===== src/inc/mbag_pkg.sv =====
package mbag_pkg;
    // register byte addresses on the wishbone bus
    localparam logic [7:0] REG_MODE_OFF = 8'h00;
    localparam logic [7:0] REG_REV_OFF = 8'h04;
    localparam logic [7:0] REG_XSTART_OFF = 8'h08;
    localparam logic [7:0] REG_XEND_OFF = 8'h0C;
    localparam logic [7:0] REG_YSTART_OFF = 8'h10;
    localparam logic [7:0] REG_YEND_OFF = 8'h14;
    localparam logic [7:0] REG_STATUS_OFF = 8'h18;

    // address_mode_control fields
    localparam int X_SEL_LSB = 0;
    localparam int Y_SEL_LSB = 4;
    localparam int REV_SEL_LSB = 8;
    localparam int Y_EN_BIT = 14;
    localparam int X_EN_BIT = 15;
    // bit_reverse_control fields
    localparam int REV_EN_BIT = 15;
    localparam int REV_MOD_MSB = 14;
    // status fields
    localparam int STAT_WRAP_BIT = 0;
    localparam int STAT_REV_BIT = 1;
    localparam int STAT_EA_LSB = 16;

    localparam logic [3:0] SEL_DISABLED = 4'hF;

    // reset values: every pointer select parked on the disabled code
    localparam logic [15:0] MODE_CTRL_RST = 16'h0FFF;
    localparam logic [15:0] REV_CTRL_RST = 16'h0000;
    localparam logic [15:0] BOUND_RST = 16'h0000;
    localparam logic [15:0] ONE_16 = 16'h0001;

    typedef enum logic [1:0] {
        SPACE_XR = 2'b00,
        SPACE_XW = 2'b01,
        SPACE_Y = 2'b10
    } mbag_space_t;

    typedef enum logic [1:0] {
        MODE_IND = 2'b00,
        MODE_POST = 2'b01,
        MODE_PRE = 2'b10,
        MODE_OFFSET = 2'b11
    } mbag_mode_t;
endpackage


===== src/mbag_bitrev_add.sv =====
`timescale 1ns/1ps
`default_nettype none
module mbag_bitrev_add (
    // word index and pivot
    input wire logic [14:0] ptrWord,
    input wire logic [14:0] modifier,
    // reversed-carry sum
    output logic [14:0] sumWord
);
    logic [14:0] ptrRev;
    logic [14:0] modRev;
    logic [14:0] sumRev;

    // carries run from msb toward lsb: add in mirrored order
    genvar i;
    generate
        for (i = 0; i < 15; i++) begin : g_mirror
            assign ptrRev[i] = ptrWord[14 - i];
            assign modRev[i] = modifier[14 - i];
            assign sumWord[i] = sumRev[14 - i];
        end
    endgenerate

    assign sumRev = ptrRev + modRev;
endmodule
`default_nettype wire


===== src/mbag_modulo_wrap.sv =====
`timescale 1ns/1ps
`default_nettype none
module mbag_modulo_wrap (
    // candidate address and buffer bounds
    input wire logic [15:0] addr,
    input wire logic [15:0] bufStart,
    input wire logic [15:0] bufEnd,
    input wire logic decrement,
    input wire logic wordOnly,
    // corrected address
    output logic [15:0] corrected,
    output logic wrapped
);
    import mbag_pkg::*;

    logic [15:0] bufLen;

    assign bufLen = bufEnd - bufStart + ONE_16;

    always_comb begin
        corrected = addr;
        wrapped = 1'b0;
        if (!decrement && addr > bufEnd) begin
            corrected = addr - bufLen;
            wrapped = 1'b1;
        end else if (decrement && addr < bufStart) begin
            corrected = addr + bufLen;
            wrapped = 1'b1;
        end
        if (wordOnly) begin
            corrected[0] = 1'b0;
        end
    end
endmodule
`default_nettype wire


===== src/mbag_addr_gen.sv =====
// Decided for this implementation: the register offsets and the Wishbone interface to the registers.
`timescale 1ns/1ps
`default_nettype none
module mbag_addr_gen (
    // clock and reset
    input wire logic clk,
    input wire logic reset,
    // wishbone slave
    input wire logic [7:0] wb_adr_i,
    input wire logic [31:0] wb_dat_i,
    input wire logic [3:0] wb_sel_i,
    input wire logic wb_we_i,
    input wire logic wb_stb_i,
    input wire logic wb_cyc_i,
    output logic [31:0] wb_dat_o,
    output logic wb_ack_o,
    // request from execution datapath
    input wire logic reqValid,
    input wire mbag_pkg::mbag_space_t reqSpace,
    input wire mbag_pkg::mbag_mode_t reqMode,
    input wire logic [3:0] reqPtrSel,
    input wire logic [15:0] reqPtr,
    input wire logic [15:0] reqOffset,
    input wire logic reqByte,
    // effective address result
    output logic eaValid,
    output logic [15:0] eaAddr,
    // pointer write-back
    output logic wbValid,
    output logic [3:0] wbSel,
    output logic [15:0] wbValue
);
    import mbag_pkg::*;

    logic [15:0] modeCtrl_reg;
    logic [15:0] revCtrl_reg;
    logic [15:0] xStart_reg;
    logic [15:0] xEnd_reg;
    logic [15:0] yStart_reg;
    logic [15:0] yEnd_reg;
    logic wrapFlag_reg;
    logic revFlag_reg;
    logic [3:0] xSel;
    logic [3:0] ySel;
    logic [3:0] revSel;
    logic [14:0] revMod;
    logic isX;
    logic modifies;
    logic revActive;
    logic modActive;
    logic [15:0] sumVal;
    logic [15:0] bufStart;
    logic [15:0] bufEnd;
    logic [15:0] bufLen;
    logic [15:0] corrected;
    logic wrapped;
    logic [14:0] revWord;
    logic [15:0] newPtr;
    logic [15:0] eaNext;
    logic busReq;

    function automatic logic selLive(input logic [3:0] sel, input logic en);
        return (sel != SEL_DISABLED) && en;
    endfunction

    function automatic logic [15:0] mergeLanes(input logic [15:0] old,
                                               input logic [31:0] data,
                                               input logic [3:0] sel);
        logic [15:0] res;
        res = old;
        if (sel[0]) begin
            res[7:0] = data[7:0];
        end
        if (sel[1]) begin
            res[15:8] = data[15:8];
        end
        return res;
    endfunction

    assign xSel = modeCtrl_reg[X_SEL_LSB +: 4];
    assign ySel = modeCtrl_reg[Y_SEL_LSB +: 4];
    assign revSel = modeCtrl_reg[REV_SEL_LSB +: 4];
    assign revMod = revCtrl_reg[REV_MOD_MSB:0];

    assign isX = (reqSpace != SPACE_Y);
    assign modifies = (reqMode == MODE_POST) || (reqMode == MODE_PRE);
    assign sumVal = (reqMode == MODE_IND) ? reqPtr : reqPtr + reqOffset;

    assign revActive = reqValid && (reqSpace == SPACE_XW)
        && selLive(revSel, revCtrl_reg[REV_EN_BIT])
        && (reqPtrSel == revSel) && modifies
        && !reqOffset[15] && (reqOffset != 16'h0000) && !reqByte;

    // reversal shuts X write wrap off
    always_comb begin
        modActive = 1'b0;
        if (reqValid && reqMode != MODE_IND && !revActive) begin
            if (isX) begin
                modActive = selLive(xSel, modeCtrl_reg[X_EN_BIT])
                    && (reqPtrSel == xSel);
            end else begin
                modActive = selLive(ySel, modeCtrl_reg[Y_EN_BIT])
                    && (reqPtrSel == ySel);
            end
        end
    end

    assign bufStart = isX ? xStart_reg : yStart_reg;
    assign bufEnd = isX ? xEnd_reg : yEnd_reg;
    assign bufLen = bufEnd - bufStart + ONE_16;

    mbag_modulo_wrap u_wrap (
        .addr(sumVal),
        .bufStart(bufStart),
        .bufEnd(bufEnd),
        .decrement(reqOffset[15]),
        .wordOnly(!isX),
        .corrected(corrected),
        .wrapped(wrapped)
    );

    mbag_bitrev_add u_rev (
        .ptrWord(reqPtr[15:1]),
        .modifier(revMod),
        .sumWord(revWord)
    );

    always_comb begin
        if (revActive) begin
            newPtr = {revWord, 1'b0};
        end else if (modActive) begin
            newPtr = corrected;
        end else begin
            newPtr = sumVal;
        end
    end

    always_comb begin
        case (reqMode)
            MODE_IND: eaNext = reqPtr;
            MODE_POST: eaNext = revActive ? {reqPtr[15:1], 1'b0} : reqPtr;
            MODE_PRE: eaNext = newPtr;
            MODE_OFFSET: eaNext = newPtr;
            default: eaNext = reqPtr;
        endcase
    end

    // results leave one cycle after the request
    always_ff @(posedge clk) begin
        if (reset) begin
            eaValid <= 1'b0;
            eaAddr <= 16'h0000;
            wrapFlag_reg <= 1'b0;
            revFlag_reg <= 1'b0;
        end else begin
            eaValid <= reqValid;
            if (reqValid) begin
                eaAddr <= eaNext;
                wrapFlag_reg <= modActive && wrapped;
                revFlag_reg <= revActive;
            end
        end
    end

    always_ff @(posedge clk) begin
        if (reset) begin
            wbValid <= 1'b0;
            wbSel <= 4'h0;
            wbValue <= 16'h0000;
        end else begin
            wbValid <= reqValid && modifies;
            if (reqValid && modifies) begin
                wbSel <= reqPtrSel;
                wbValue <= newPtr;
            end
        end
    end

    // ack one cycle after the strobe; writes land on the ack edge
    assign busReq = wb_cyc_i && wb_stb_i && !wb_ack_o;

    always_ff @(posedge clk) begin
        if (reset) begin
            wb_ack_o <= 1'b0;
        end else begin
            wb_ack_o <= busReq;
        end
    end

    always_ff @(posedge clk) begin
        if (reset) begin
            modeCtrl_reg <= MODE_CTRL_RST;
            revCtrl_reg <= REV_CTRL_RST;
            xStart_reg <= BOUND_RST;
            xEnd_reg <= BOUND_RST;
            yStart_reg <= BOUND_RST;
            yEnd_reg <= BOUND_RST;
        end else if (busReq && wb_we_i) begin
            case (wb_adr_i)
                REG_MODE_OFF:
                    modeCtrl_reg <= mergeLanes(modeCtrl_reg, wb_dat_i,
                                               wb_sel_i);
                REG_REV_OFF:
                    revCtrl_reg <= mergeLanes(revCtrl_reg, wb_dat_i, wb_sel_i);
                REG_XSTART_OFF:
                    xStart_reg <= mergeLanes(xStart_reg, wb_dat_i, wb_sel_i);
                REG_XEND_OFF:
                    xEnd_reg <= mergeLanes(xEnd_reg, wb_dat_i, wb_sel_i);
                REG_YSTART_OFF:
                    yStart_reg <= mergeLanes(yStart_reg, wb_dat_i, wb_sel_i);
                REG_YEND_OFF:
                    yEnd_reg <= mergeLanes(yEnd_reg, wb_dat_i, wb_sel_i);
                default: ;
            endcase
        end
    end

    // unmapped addresses read zero and still ack
    always_ff @(posedge clk) begin
        if (reset) begin
            wb_dat_o <= 32'h00000000;
        end else if (busReq) begin
            case (wb_adr_i)
                REG_MODE_OFF: wb_dat_o <= {16'h0000, modeCtrl_reg};
                REG_REV_OFF: wb_dat_o <= {16'h0000, revCtrl_reg};
                REG_XSTART_OFF: wb_dat_o <= {16'h0000, xStart_reg};
                REG_XEND_OFF: wb_dat_o <= {16'h0000, xEnd_reg};
                REG_YSTART_OFF: wb_dat_o <= {16'h0000, yStart_reg};
                REG_YEND_OFF: wb_dat_o <= {16'h0000, yEnd_reg};
                REG_STATUS_OFF: begin
                    wb_dat_o <= 32'h00000000;
                    wb_dat_o[STAT_EA_LSB +: 16] <= eaAddr;
                    wb_dat_o[STAT_WRAP_BIT] <= wrapFlag_reg;
                    wb_dat_o[STAT_REV_BIT] <= revFlag_reg;
                end
                default: wb_dat_o <= 32'h00000000;
            endcase
        end
    end
endmodule
`default_nettype wire


===== config.mk =====
export PLATFORM = sky130hd
export DESIGN_NAME = mbag_addr_gen
export DESIGN_NICKNAME = d
export VERILOG_FILES = /design/src/inc/mbag_pkg.sv /design/src/mbag_bitrev_add.sv /design/src/mbag_modulo_wrap.sv /design/src/mbag_addr_gen.sv
export SDC_FILE = /design/constraint.sdc
export NUM_CORES = 1
export LEC_CHECK = 0
export ABC_AREA = 1
export BUFFER_PORTS_ARGS = -buffer_cell sky130_fd_sc_hd__buf_2
export CORE_MARGIN = 1
export CORE_UTILIZATION = 28
export DETAILED_ROUTE_END_ITERATION = 10
export GPL_TIMING_DRIVEN = 0
export MAX_ROUTING_LAYER = met4
export PLACE_DENSITY = 0.45
export SETUP_SLACK_MARGIN = 0.2
export SLEW_MARGIN = 30
export SYNTH_ARGS = -nofsm -noshare
export SYNTH_HDL_FRONTEND = slang
export SYNTH_SLANG_ARGS = --single-unit

===== constraint.sdc =====
create_clock -name clk -period 4.9 [get_ports clk]
set_input_delay 0.245 -clock clk [delete_from_list [all_inputs] [get_ports clk]]
set_output_delay 0.245 -clock clk [all_outputs]
set_load 0.05 [all_outputs]

Yosys cells after proc, flatten, opt, wreduce, memory -nomap -nowiden
Index checks and enable logic that the tools add are counted.

storage, ports and cells
  register bits = 169
  input bits = 91
  output and inout bits = 71
  logic and storage cells = 104

cells by class
  add/sub/neg operators = 6
  $lt $le $gt $ge = 2
  eq/ne operators = 17
  multiplexer cells = 15
  reduce and logical (&&, ||, !) cells = 43

operator list
  cell                                           count
  one-hot mux 32 bit (7 select lines)            1
  2-to-1 mux 16 bit                              7
  one-hot mux 16 bit (3 select lines)            1
  AND reduction 3 bit                            12
  adder 16 bit                                   2
  subtractor 16 bit                              2
  == test 8 x 5 -> 1 bit, second input constant  3
  logical AND 1 bit                              21
  adder 16 x 1 -> 16 bit, second input constant  1
  == test 8 x 4 -> 1 bit, second input constant  2
  greater-than comparator 16 bit                 1
  less-than comparator 16 bit                    1
  nonzero test 16 bit                            1
  adder 15 bit                                   1
  == test 4 bit                                  3
  != test 4 bit, second input constant           3
  == test 8 x 3 -> 1 bit, second input constant  1
  logical NOT 8 bit                              1
  2-to-1 mux 1 bit                               6
  == test 2 x 1 -> 1 bit, second input constant  2
  == test 2 bit, second input constant           2
  logical NOT 1 bit                              4
  logical NOT 2 bit                              1
  != test 2 bit, second input constant           1
  3 further kinds                                3

Depth between registers and ports, before layout
Gate-level depths: netlist of run 1.

  depth after elaboration = 14
  depth in mapped cells = 35
  mapped depth without buffers = 33

Cells and area by module
From an unflattened synthesis of run 1, not the netlist that was laid out.

second synthesis, totals
  cells, all modules = 2142
  area total of the unflattened synthesis = 13613.1 um^2

by module, submodules not included
  module            times used  cells each  area each (um^2)  sequential area each (um^2)
  mbag_addr_gen     1           1368        9091.2            3383.2
  mbag_modulo_wrap  1           617         3688.5            0.0
  mbag_bitrev_add   1           157         833.3             0.0

Least setup slack after synthesis of run 1
No wires, ideal clock.

  kind = input -> register
  start point = in reqSpace[0]
  end point = reg eaAddr[14]
  library setup time = 0.120 ns
  arrival time = 4.507 ns
  required time = 4.780 ns
  setup slack = 0.272 ns
  cell stages on the path = 32
  buffers on the path = 4
  cells stage by stage = inv_2 nand2_4 buf_6 clkbuf_1 clkbuf_1 nand2_1 o21ai_0 ha_1 ha_1 inv_1 fa_1 nor3_1 nor2_1 o21ai_0 nand3_1 nand2_1 xor2_1 ha_1 clkbuf_1 nand2_1 inv_1 a21oi_1 nand3_1 a21oi_1 o21bai_1 or2_2 nand4_1 nand2_1 nand2_1 nand3_2 nand3_1 a21oi_1

on the way
  word-level cells in the longest chain between the ends = 14
  elaborated cells between the ends (all ways) = 28
  classes of those cells = add/sub (4); order compare (2); eq/ne (2); mux (9); reduce/logical (11)

RTL lines
  what                                                                        RTL line              source
  start: declaration                                                          mbag_addr_gen.sv:19   input wire mbag_pkg::mbag_space_t reqSpace,
  parallel branches: the longest is 12 deep, another holds subtractor 16 bit  n/a
  2-to-1 mux 16 bit *                                                         mbag_addr_gen.sv:129  if (revActive) begin
  one-hot mux 16 bit (3 select lines) *                                       mbag_addr_gen.sv:139  case (reqMode)
  end signal: assignment                                                      mbag_addr_gen.sv:158  eaAddr <= eaNext;
  end: declaration                                                            mbag_addr_gen.sv:27   output logic [15:0] eaAddr,

Mark *: on every way between the ends.
A chain may end at the register's enable or synchronous reset.

Final worst setup path of run 1
  start point = in reqSpace[0]
  end point = reg wbValue[13]

on the way
  word-level cells in the longest chain between the ends = 13
  elaborated cells between the ends (all ways) = 27
  classes of those cells = add/sub (4); order compare (2); eq/ne (2); mux (8); reduce/logical (11)

RTL lines
  what                                                                        RTL line              source
  parallel branches: the longest is 12 deep, another holds subtractor 16 bit  n/a
  2-to-1 mux 16 bit *                                                         mbag_addr_gen.sv:129
  end signal: assignment                                                      mbag_addr_gen.sv:174  wbValue <= newPtr;
  end: declaration                                                            mbag_addr_gen.sv:31   output logic [15:0] wbValue

Marks and branches as above.

==> flow_metrics.tcl, run 1 <==
set metrics [dict create \
    maxCapViolCount 0 \
    portBuffers 142 \
    tritoncts "built" \
    gp_congestion 0.9255 \
    diodes 0 \
    fp.dieH_um 213.7 \
    post-route-min-period_ns 4.512 \
    slew_violations 0 \
    numCtsBuffers 17 \
    cts_buffer_depth 2 \
    cp_common_cell "nand2_1" \
    fin_crit_sh_pct 92.09 \
    synthFlopType "dfxtp_1" \
    run_status "complete, no violations" \
    path_buf_inv 9 \
    grt_remaining_overflow 0 \
    startpoint_type "input pin" \
    viasPerCell 5.031 \
    fmax_mhz 221.6 \
    regMostFlops "wb_dat_o" \
    grt_util_all_layers_pct 23.84 \
    finalHoldViolCount 0 \
    vias 13520 \
    syn_inst 1904 \
    setup_viol 0 \
    antenna_found_initial 0 \
    start_util_pct 28.37 \
    crit_path_max_fanout 10 \
    synth_fp_nets 2117 \
    h-tree-depth 4 \
    num-fill-cells 4895 \
    crit_family "compound AO/OA/AOI/OAI gates" \
    fin_nets 2296 \
    wl_per_cell_um 19.74 \
    end_kind "flip-flop" \
    synthTopCellsByArea "dfxtp_1, nand2_1, ha_1, o21ai_0, a21oi_1" \
    worst_pin_slew_ns 0.9568 \
    cts.sinks 169 \
    layout-drive-gt1-share_pct 14.98 \
    yosysUniqueCellTypes 60 \
    syn-cell-area_sq_um 12550 \
    io_pins 162 \
    synth_edf_count 0 \
    clkTransAtPathRegs_ns 0.08 \
    rows 77 \
    crit_required_ns 5.22 \
    post-place-ws_ns -1.320 \
    dr.pass1.iters 8 \
    fin_skew_ns 0.01008 \
    yosys.area.top_type "dfxtp_1" \
    largest_reg_flops 32 \
    root_buffer "clkbuf_16" \
    syn_avg_cell_area_sq_um 6.590 \
    grt_pass1_vias 12720 \
    relSlewSlack_pct 35.98 \
    layout_common_cells "nand2_1, inv_1, nor2_1" \
    insertion_delay_ns 0.46 \
    worstPathArrival_ns 4.83 \
    postLayoutCoreUtil_pct 34.42 \
    die_area_sq_um 45660 \
    antenna_left 0 \
    synth-seq-cells 169 \
    core_sq_um 44220 \
    criticalPathCategory "in2reg" \
    peakVddDrop_mv 0.1976 \
    grt_pass1_wl_mm 77.38 \
    slowest_delay_ns 0.51 \
    yosys.area.top_type_share_pct 26.96 \
    wirelength_mm 53.07 \
    rsz0062_at_grt "yes" \
    hold_path.class "in2reg" \
    drc 0 \
    crit_path_top_delay_cell "o211ai_1" \
    async_flop_share_pct 0 \
    seq_area_frac_synth_pct 26.96 \
    yosysWarningCount 0 \
    leakage_uw 0.007067 \
    setup_ws_ns 0.3876 \
    grt_max_degree 17 \
    area_delta_synth_final_pct 21.32 \
    drt-initial-drc-count 931 \
    powerDensity_nw_per_um2 296.9 \
    die_w_um 213.7 \
    layout_commonest_cell "nand2_1" \
    dp_hpwl_mm 43.31 \
]
==> per-layer routing <==
layer	wire, um	share of wire (%)	GRT usage, %
met3	2774	5.2	3.617
met5	0	0	-
met1	24220	46	30.67
met4	1986	3.7	9.138
met2	24090	45	37.51
==> final cells by class <==
cell class | count | area, sq um | area share, %
buffer | 67 | 359.1 | 2.359
clock buffer | 20 | 456.7 | 3.000
clock inverter | 12 | 155.1 | 1.019
inverter | 231 | 877.1 | 5.762
multi-input combinational | 1437 | 8399 | 55.18
sequential | 169 | 3385 | 22.23
tap | 592 | 740.7 | 4.866
timing repair buffer | 160 | 849.6 | 5.581
==> tightest hold or removal path, stage by stage <==
cell and delay (ns):
buf_2 0.16, nand2_1 0.08, nand3_1 0.07
==> report_power, final <==
part	internal (uW)	leakage [uW]	switching, uW
combinational	532	0.00540	1120
clock	797	0.000295	642
sequential	1410	0.00137	23.4
total	2740	0.00707	1780
==> worst paths after layout <==
path                         startpoint                            end  slack [ns]  depth (start not counted)
max reg2reg  xStart_reg[1]$_SDFFE_PP0P_       wbValue[13]$_SDFFE_PP0P_        0.40                         27
max                         reqSpace[0]       wbValue[13]$_SDFFE_PP0P_        0.39                         29
min                        wb_dat_i[11]  modeCtrl_reg[11]$_SDFFE_PP1P_        0.15                          3
min reg2reg   wb_dat_o[13]$_SDFFE_PP0P_      wb_dat_o[13]$_SDFFE_PP0P_        0.47                          2
==> cell families (layout without fill, tap and decap cells) <==
logic type / count (synthesis) / count (layout) / share of synthesized area, %
xor+xnor: 45 / 45 / 3.141
buf+inv: 298 / 490 / 9.254
mux: 1 / 1 / 0.07978
simple gates: 753 / 753 / 25.26
flops: 169 / 169 / 26.96
fa+ha+maj: 122 / 122 / 12.47
compound gates: 516 / 516 / 22.84
==> cells in the mapped netlist (8+ instances only) <==
library cell  instances
xnor2_1              10
nor3_1               15
nand2_1             398
o22ai_1              12
nand3b_1              9
clkinv_1              8
ha_1                117
a21oi_1             192
o21ai_1              16
inv_1               215
nand3_1              67
a221oi_1             13
nor2_1              207
o2111ai_1            11
o21ai_0             211
xor2_1               35
clkbuf_1             53
o211ai_1             15
nand4_1              21
o21bai_1             10
dfxtp_1             169
==> metrics by stage <==
step	hold slack, ns	instance area (sq um)	std cells	power [uW]	setup TNS [ns]
4_1_cts	0.1234	14860	2675	4473	0
3_5_place_dp	0.4498	14000	2638	2989	-17.40
3_3_place_gp	0.4439	14000	2638	2987	-21.86
5_1_grt	0.1437	15220	2688	4769	0
2_1_floorplan	0.3713	12550	1904	2514	0
6_report	0.1502	15220	2688	4520	0
==> timing repair <==
item | in CTS | in global routing
setup endpoints to repair | 20 | 32
gates cloned | 0 | 1
setup buffers | 5 | 12
hold buffers | 0 | 0
resized for setup | 59 | 58
pin swaps | 8 | 27
Power figures use the tool's default switching activity.
==> run 2, diff against run 1 <==
--- a/config.mk
+++ b/config.mk
@@ -17,4 +17,5 @@
 export SLEW_MARGIN = 30
 export SYNTH_ARGS = -nofsm -noshare
 export SYNTH_HDL_FRONTEND = slang
+export SYNTH_HIERARCHICAL = 1
 export SYNTH_SLANG_ARGS = --single-unit
==> run 2 against run 1 <==
Wire length grew 6.8%. Clock power shrank 6%. Clock skew about the same. Hold slack lost 0.11 ns. Die area up 8.4%. Core utilization decreased by 0.69 points. Largest cell class unchanged. Largest power group is now registers. Highest routed layer unchanged.
==> flow_metrics.tcl, run 2 <==
set metrics [dict create \
    grt_remaining_overflow 0 \
    h-tree-depth 4 \
    dr.pass1.iters 5 \
    grt_max_degree 17 \
    drc 0 \
    fin_cells 2938 \
    slew_violations 0 \
    switching_share_pct 37.93 \
    synthFlopType "dfxtp_1" \
    path_buf_inv 7 \
    fin_crit_sh_pct 90.36 \
    powerDensity_nw_per_um2 256.7 \
    peakVddDrop_mv 0.1743 \
    synth-seq-cells 169 \
    numCtsBuffers 17 \
    fin_hold_ws_ns 0.04473 \
    fin_area_sq_um 16140 \
    fp.dieH_um 222.5 \
    syn_inst 2142 \
    slowest_delay_ns 0.39 \
    wirelength_mm 56.67 \
    hold_path.class "in2reg" \
    grt_util_all_layers_pct 23.35 \
    yosys.area.top_type_share_pct 24.85 \
    crit_required_ns 5.27 \
    crit_path_top_delay_cell "fa_2" \
    crit_family "simple AND/OR/NAND/NOR gates" \
    ys_top_cells_by_count "nand2_1, inv_1, a21oi_1, dfxtp_1, nor2_1" \
    insertion_delay_ns 0.44 \
    fin_nets 2532 \
    clkTransAtPathRegs_ns 0.06 \
    largest_reg_flops 32 \
    criticalPathCategory "in2reg" \
    worst_pin_slew_ns 0.9657 \
    portBuffers 142 \
    synthTopCellsByArea "dfxtp_1, nand2_1, ha_1, inv_1, a21oi_1" \
    seq_area_frac_synth_pct 24.85 \
    regMostFlops "wb_dat_o" \
    rsz0062_at_grt "yes" \
    worstPathArrival_ns 4.80 \
    rows 80 \
    relSlewSlack_pct 35.19 \
    die_w_um 222.5 \
    synth_fp_nets 2363 \
    yosysWarningCount 6 \
    dp_hpwl_mm 46.26 \
    antenna_left 0 \
    post-route-min-period_ns 4.428 \
    fmax_mhz 225.8 \
    core_sq_um 47850 \
    async_flop_share_pct 0 \
    diodes 0 \
    vias 14450 \
    area_delta_synth_final_pct 18.55 \
    pwr-share-clk_pct 32.8 \
    synth_edf_count 0 \
    syn_avg_cell_area_sq_um 6.355 \
    switchingPower_uw 1571 \
    antenna_found_initial 2 \
    gp_congestion 0.9369 \
    syn-cell-area_sq_um 13610 \
    cts.sinks 169 \
    cp_common_cell "nand2_1" \
    wl_per_cell_um 19.29 \
    layout_common_cells "nand2_1, inv_1, a21oi_1" \
    root_buffer "clkbuf_16" \
    intPower_uw 2571 \
    finalHoldViolCount 0 \
    crit_path_max_fanout 9 \
    fin_skew_ns 0.009858 \
    maxCapViolCount 0 \
    grt_pass1_vias 13750 \
    synth_most_common_cell "nand2_1" \
    seqPwrFrac_pct 34.6 \
    dp.cells 2900 \
    startpoint_type "input pin" \
    placed_cell_area_sq_um 15100 \
    pwr-share-comb_pct 32.5 \
    io_pins 162 \
    grt_pass1_wl_mm 84.56 \
    power_uw 4142 \
    yosys.area.top_type "dfxtp_1" \
    leakage_uw 0.007811 \
    die_area_sq_um 49500 \
    drt-initial-drc-count 1079 \
    start_util_pct 28.45 \
    yosysUniqueCellTypes 53 \
    viasPerCell 4.919 \
    layout_commonest_cell "nand2_1" \
    setup_viol 0 \
    end_kind "flip-flop" \
    run_status "complete, no violations" \
    layout-drive-gt1-share_pct 16.49 \
    tritoncts "built" \
    cts_buffer_depth 2 \
    postLayoutCoreUtil_pct 33.73 \
    postCtsHoldBufs 0 \
]
[run 2: worst paths after layout]
kind                                         to                  startpoint  depth (start not counted)  slack, ns
setup / recovery        eaAddr[10]$_SDFFE_PP0P_                 reqSpace[1]                         32       0.47
hold / removal    modeCtrl_reg[10]$_SDFFE_PP1P_                wb_dat_i[10]                          3       0.04
setup reg to reg       wbValue[15]$_SDFFE_PP0P_  xStart_reg[9]$_SDFFE_PP0P_                         30       0.48
hold reg to reg       wb_dat_o[11]$_SDFFE_PP0P_   wb_dat_o[11]$_SDFFE_PP0P_                          2       0.46
[run 2: layout make-up]
class	count	area (sq um)
Tap cell	615	769.5
Timing Repair Buffer	150	770.7
Clock buffer	21	450.4
Fill cell	5334	31710
Sequential cell	169	3383
Clock inverter	10	121.4
Inverter	283	1075
Buffer	72	410.4
Multi-Input combinational cell	1618	9158
[run 2: metrics by stage]
stage                     setup TNS [ns]  setup slack, ns
final                                  0           0.4721
after CTS                              0           0.2113
after floorplan                        0           0.3318
after global routing                   0           0.1279
after global placement            -21.94           -1.435
after detailed placement          -21.67           -1.494
[run 2: logic make-up (layout without fill, tap and decap cells)]
family | count (synthesis) | after routing | synth area share (%)
XOR/XNOR | 38 | 38 | 2.445
AND/OR/NAND/NOR | 1020 | 1020 | 32.34
flip-flops | 169 | 169 | 24.85
AO/OA/AOI/OAI | 430 | 430 | 17.57
buffers and inverters | 355 | 536 | 10.56
adder cells (fa/ha/maj) | 130 | 130 | 12.22
[run 2: layer usage]
| metal | vias up | global-route usage, % | share of wire (%) |
|---|---|---|---|
| met2 | 413 | 35.95 | 44 |
| met1 | 6650 | 32.10 | 49 |
| met3 | 51 | 3.121 | 5.4 |
| li1 | 7338 | - | - |
| met5 | - | - | 0 |
| met4 | 0 | 5.628 | 1.8 |
[run 2: worst register-to-register path, delay by kind of cell, from the launching register on]
family	cells	cell delay, ns
buf+inv	8	0.75
flops	1	0.33
simple gates	13	1.28
compound gates	6	1.06
fa+ha+maj	3	0.92
[run 2: power by group through the flow]
stage / combinational, uW / sequential, uW / clock [uW]
CTS: 1290 / 1430 / 1380
finish: 1350 / 1430 / 1360
global placement: 1270 / 1460 / 0
detailed placement: 1270 / 1470 / 0
floorplan: 725 / 1580 / 0
global route: 1480 / 1440 / 1430
[run 2: what timing repair did]
action,CTS,global route
endpoints found under the setup margin,20,14
setup buffers,2,5
pin swaps,3,21
endpoints found under the hold margin,0,0
gates resized for setup,39,91
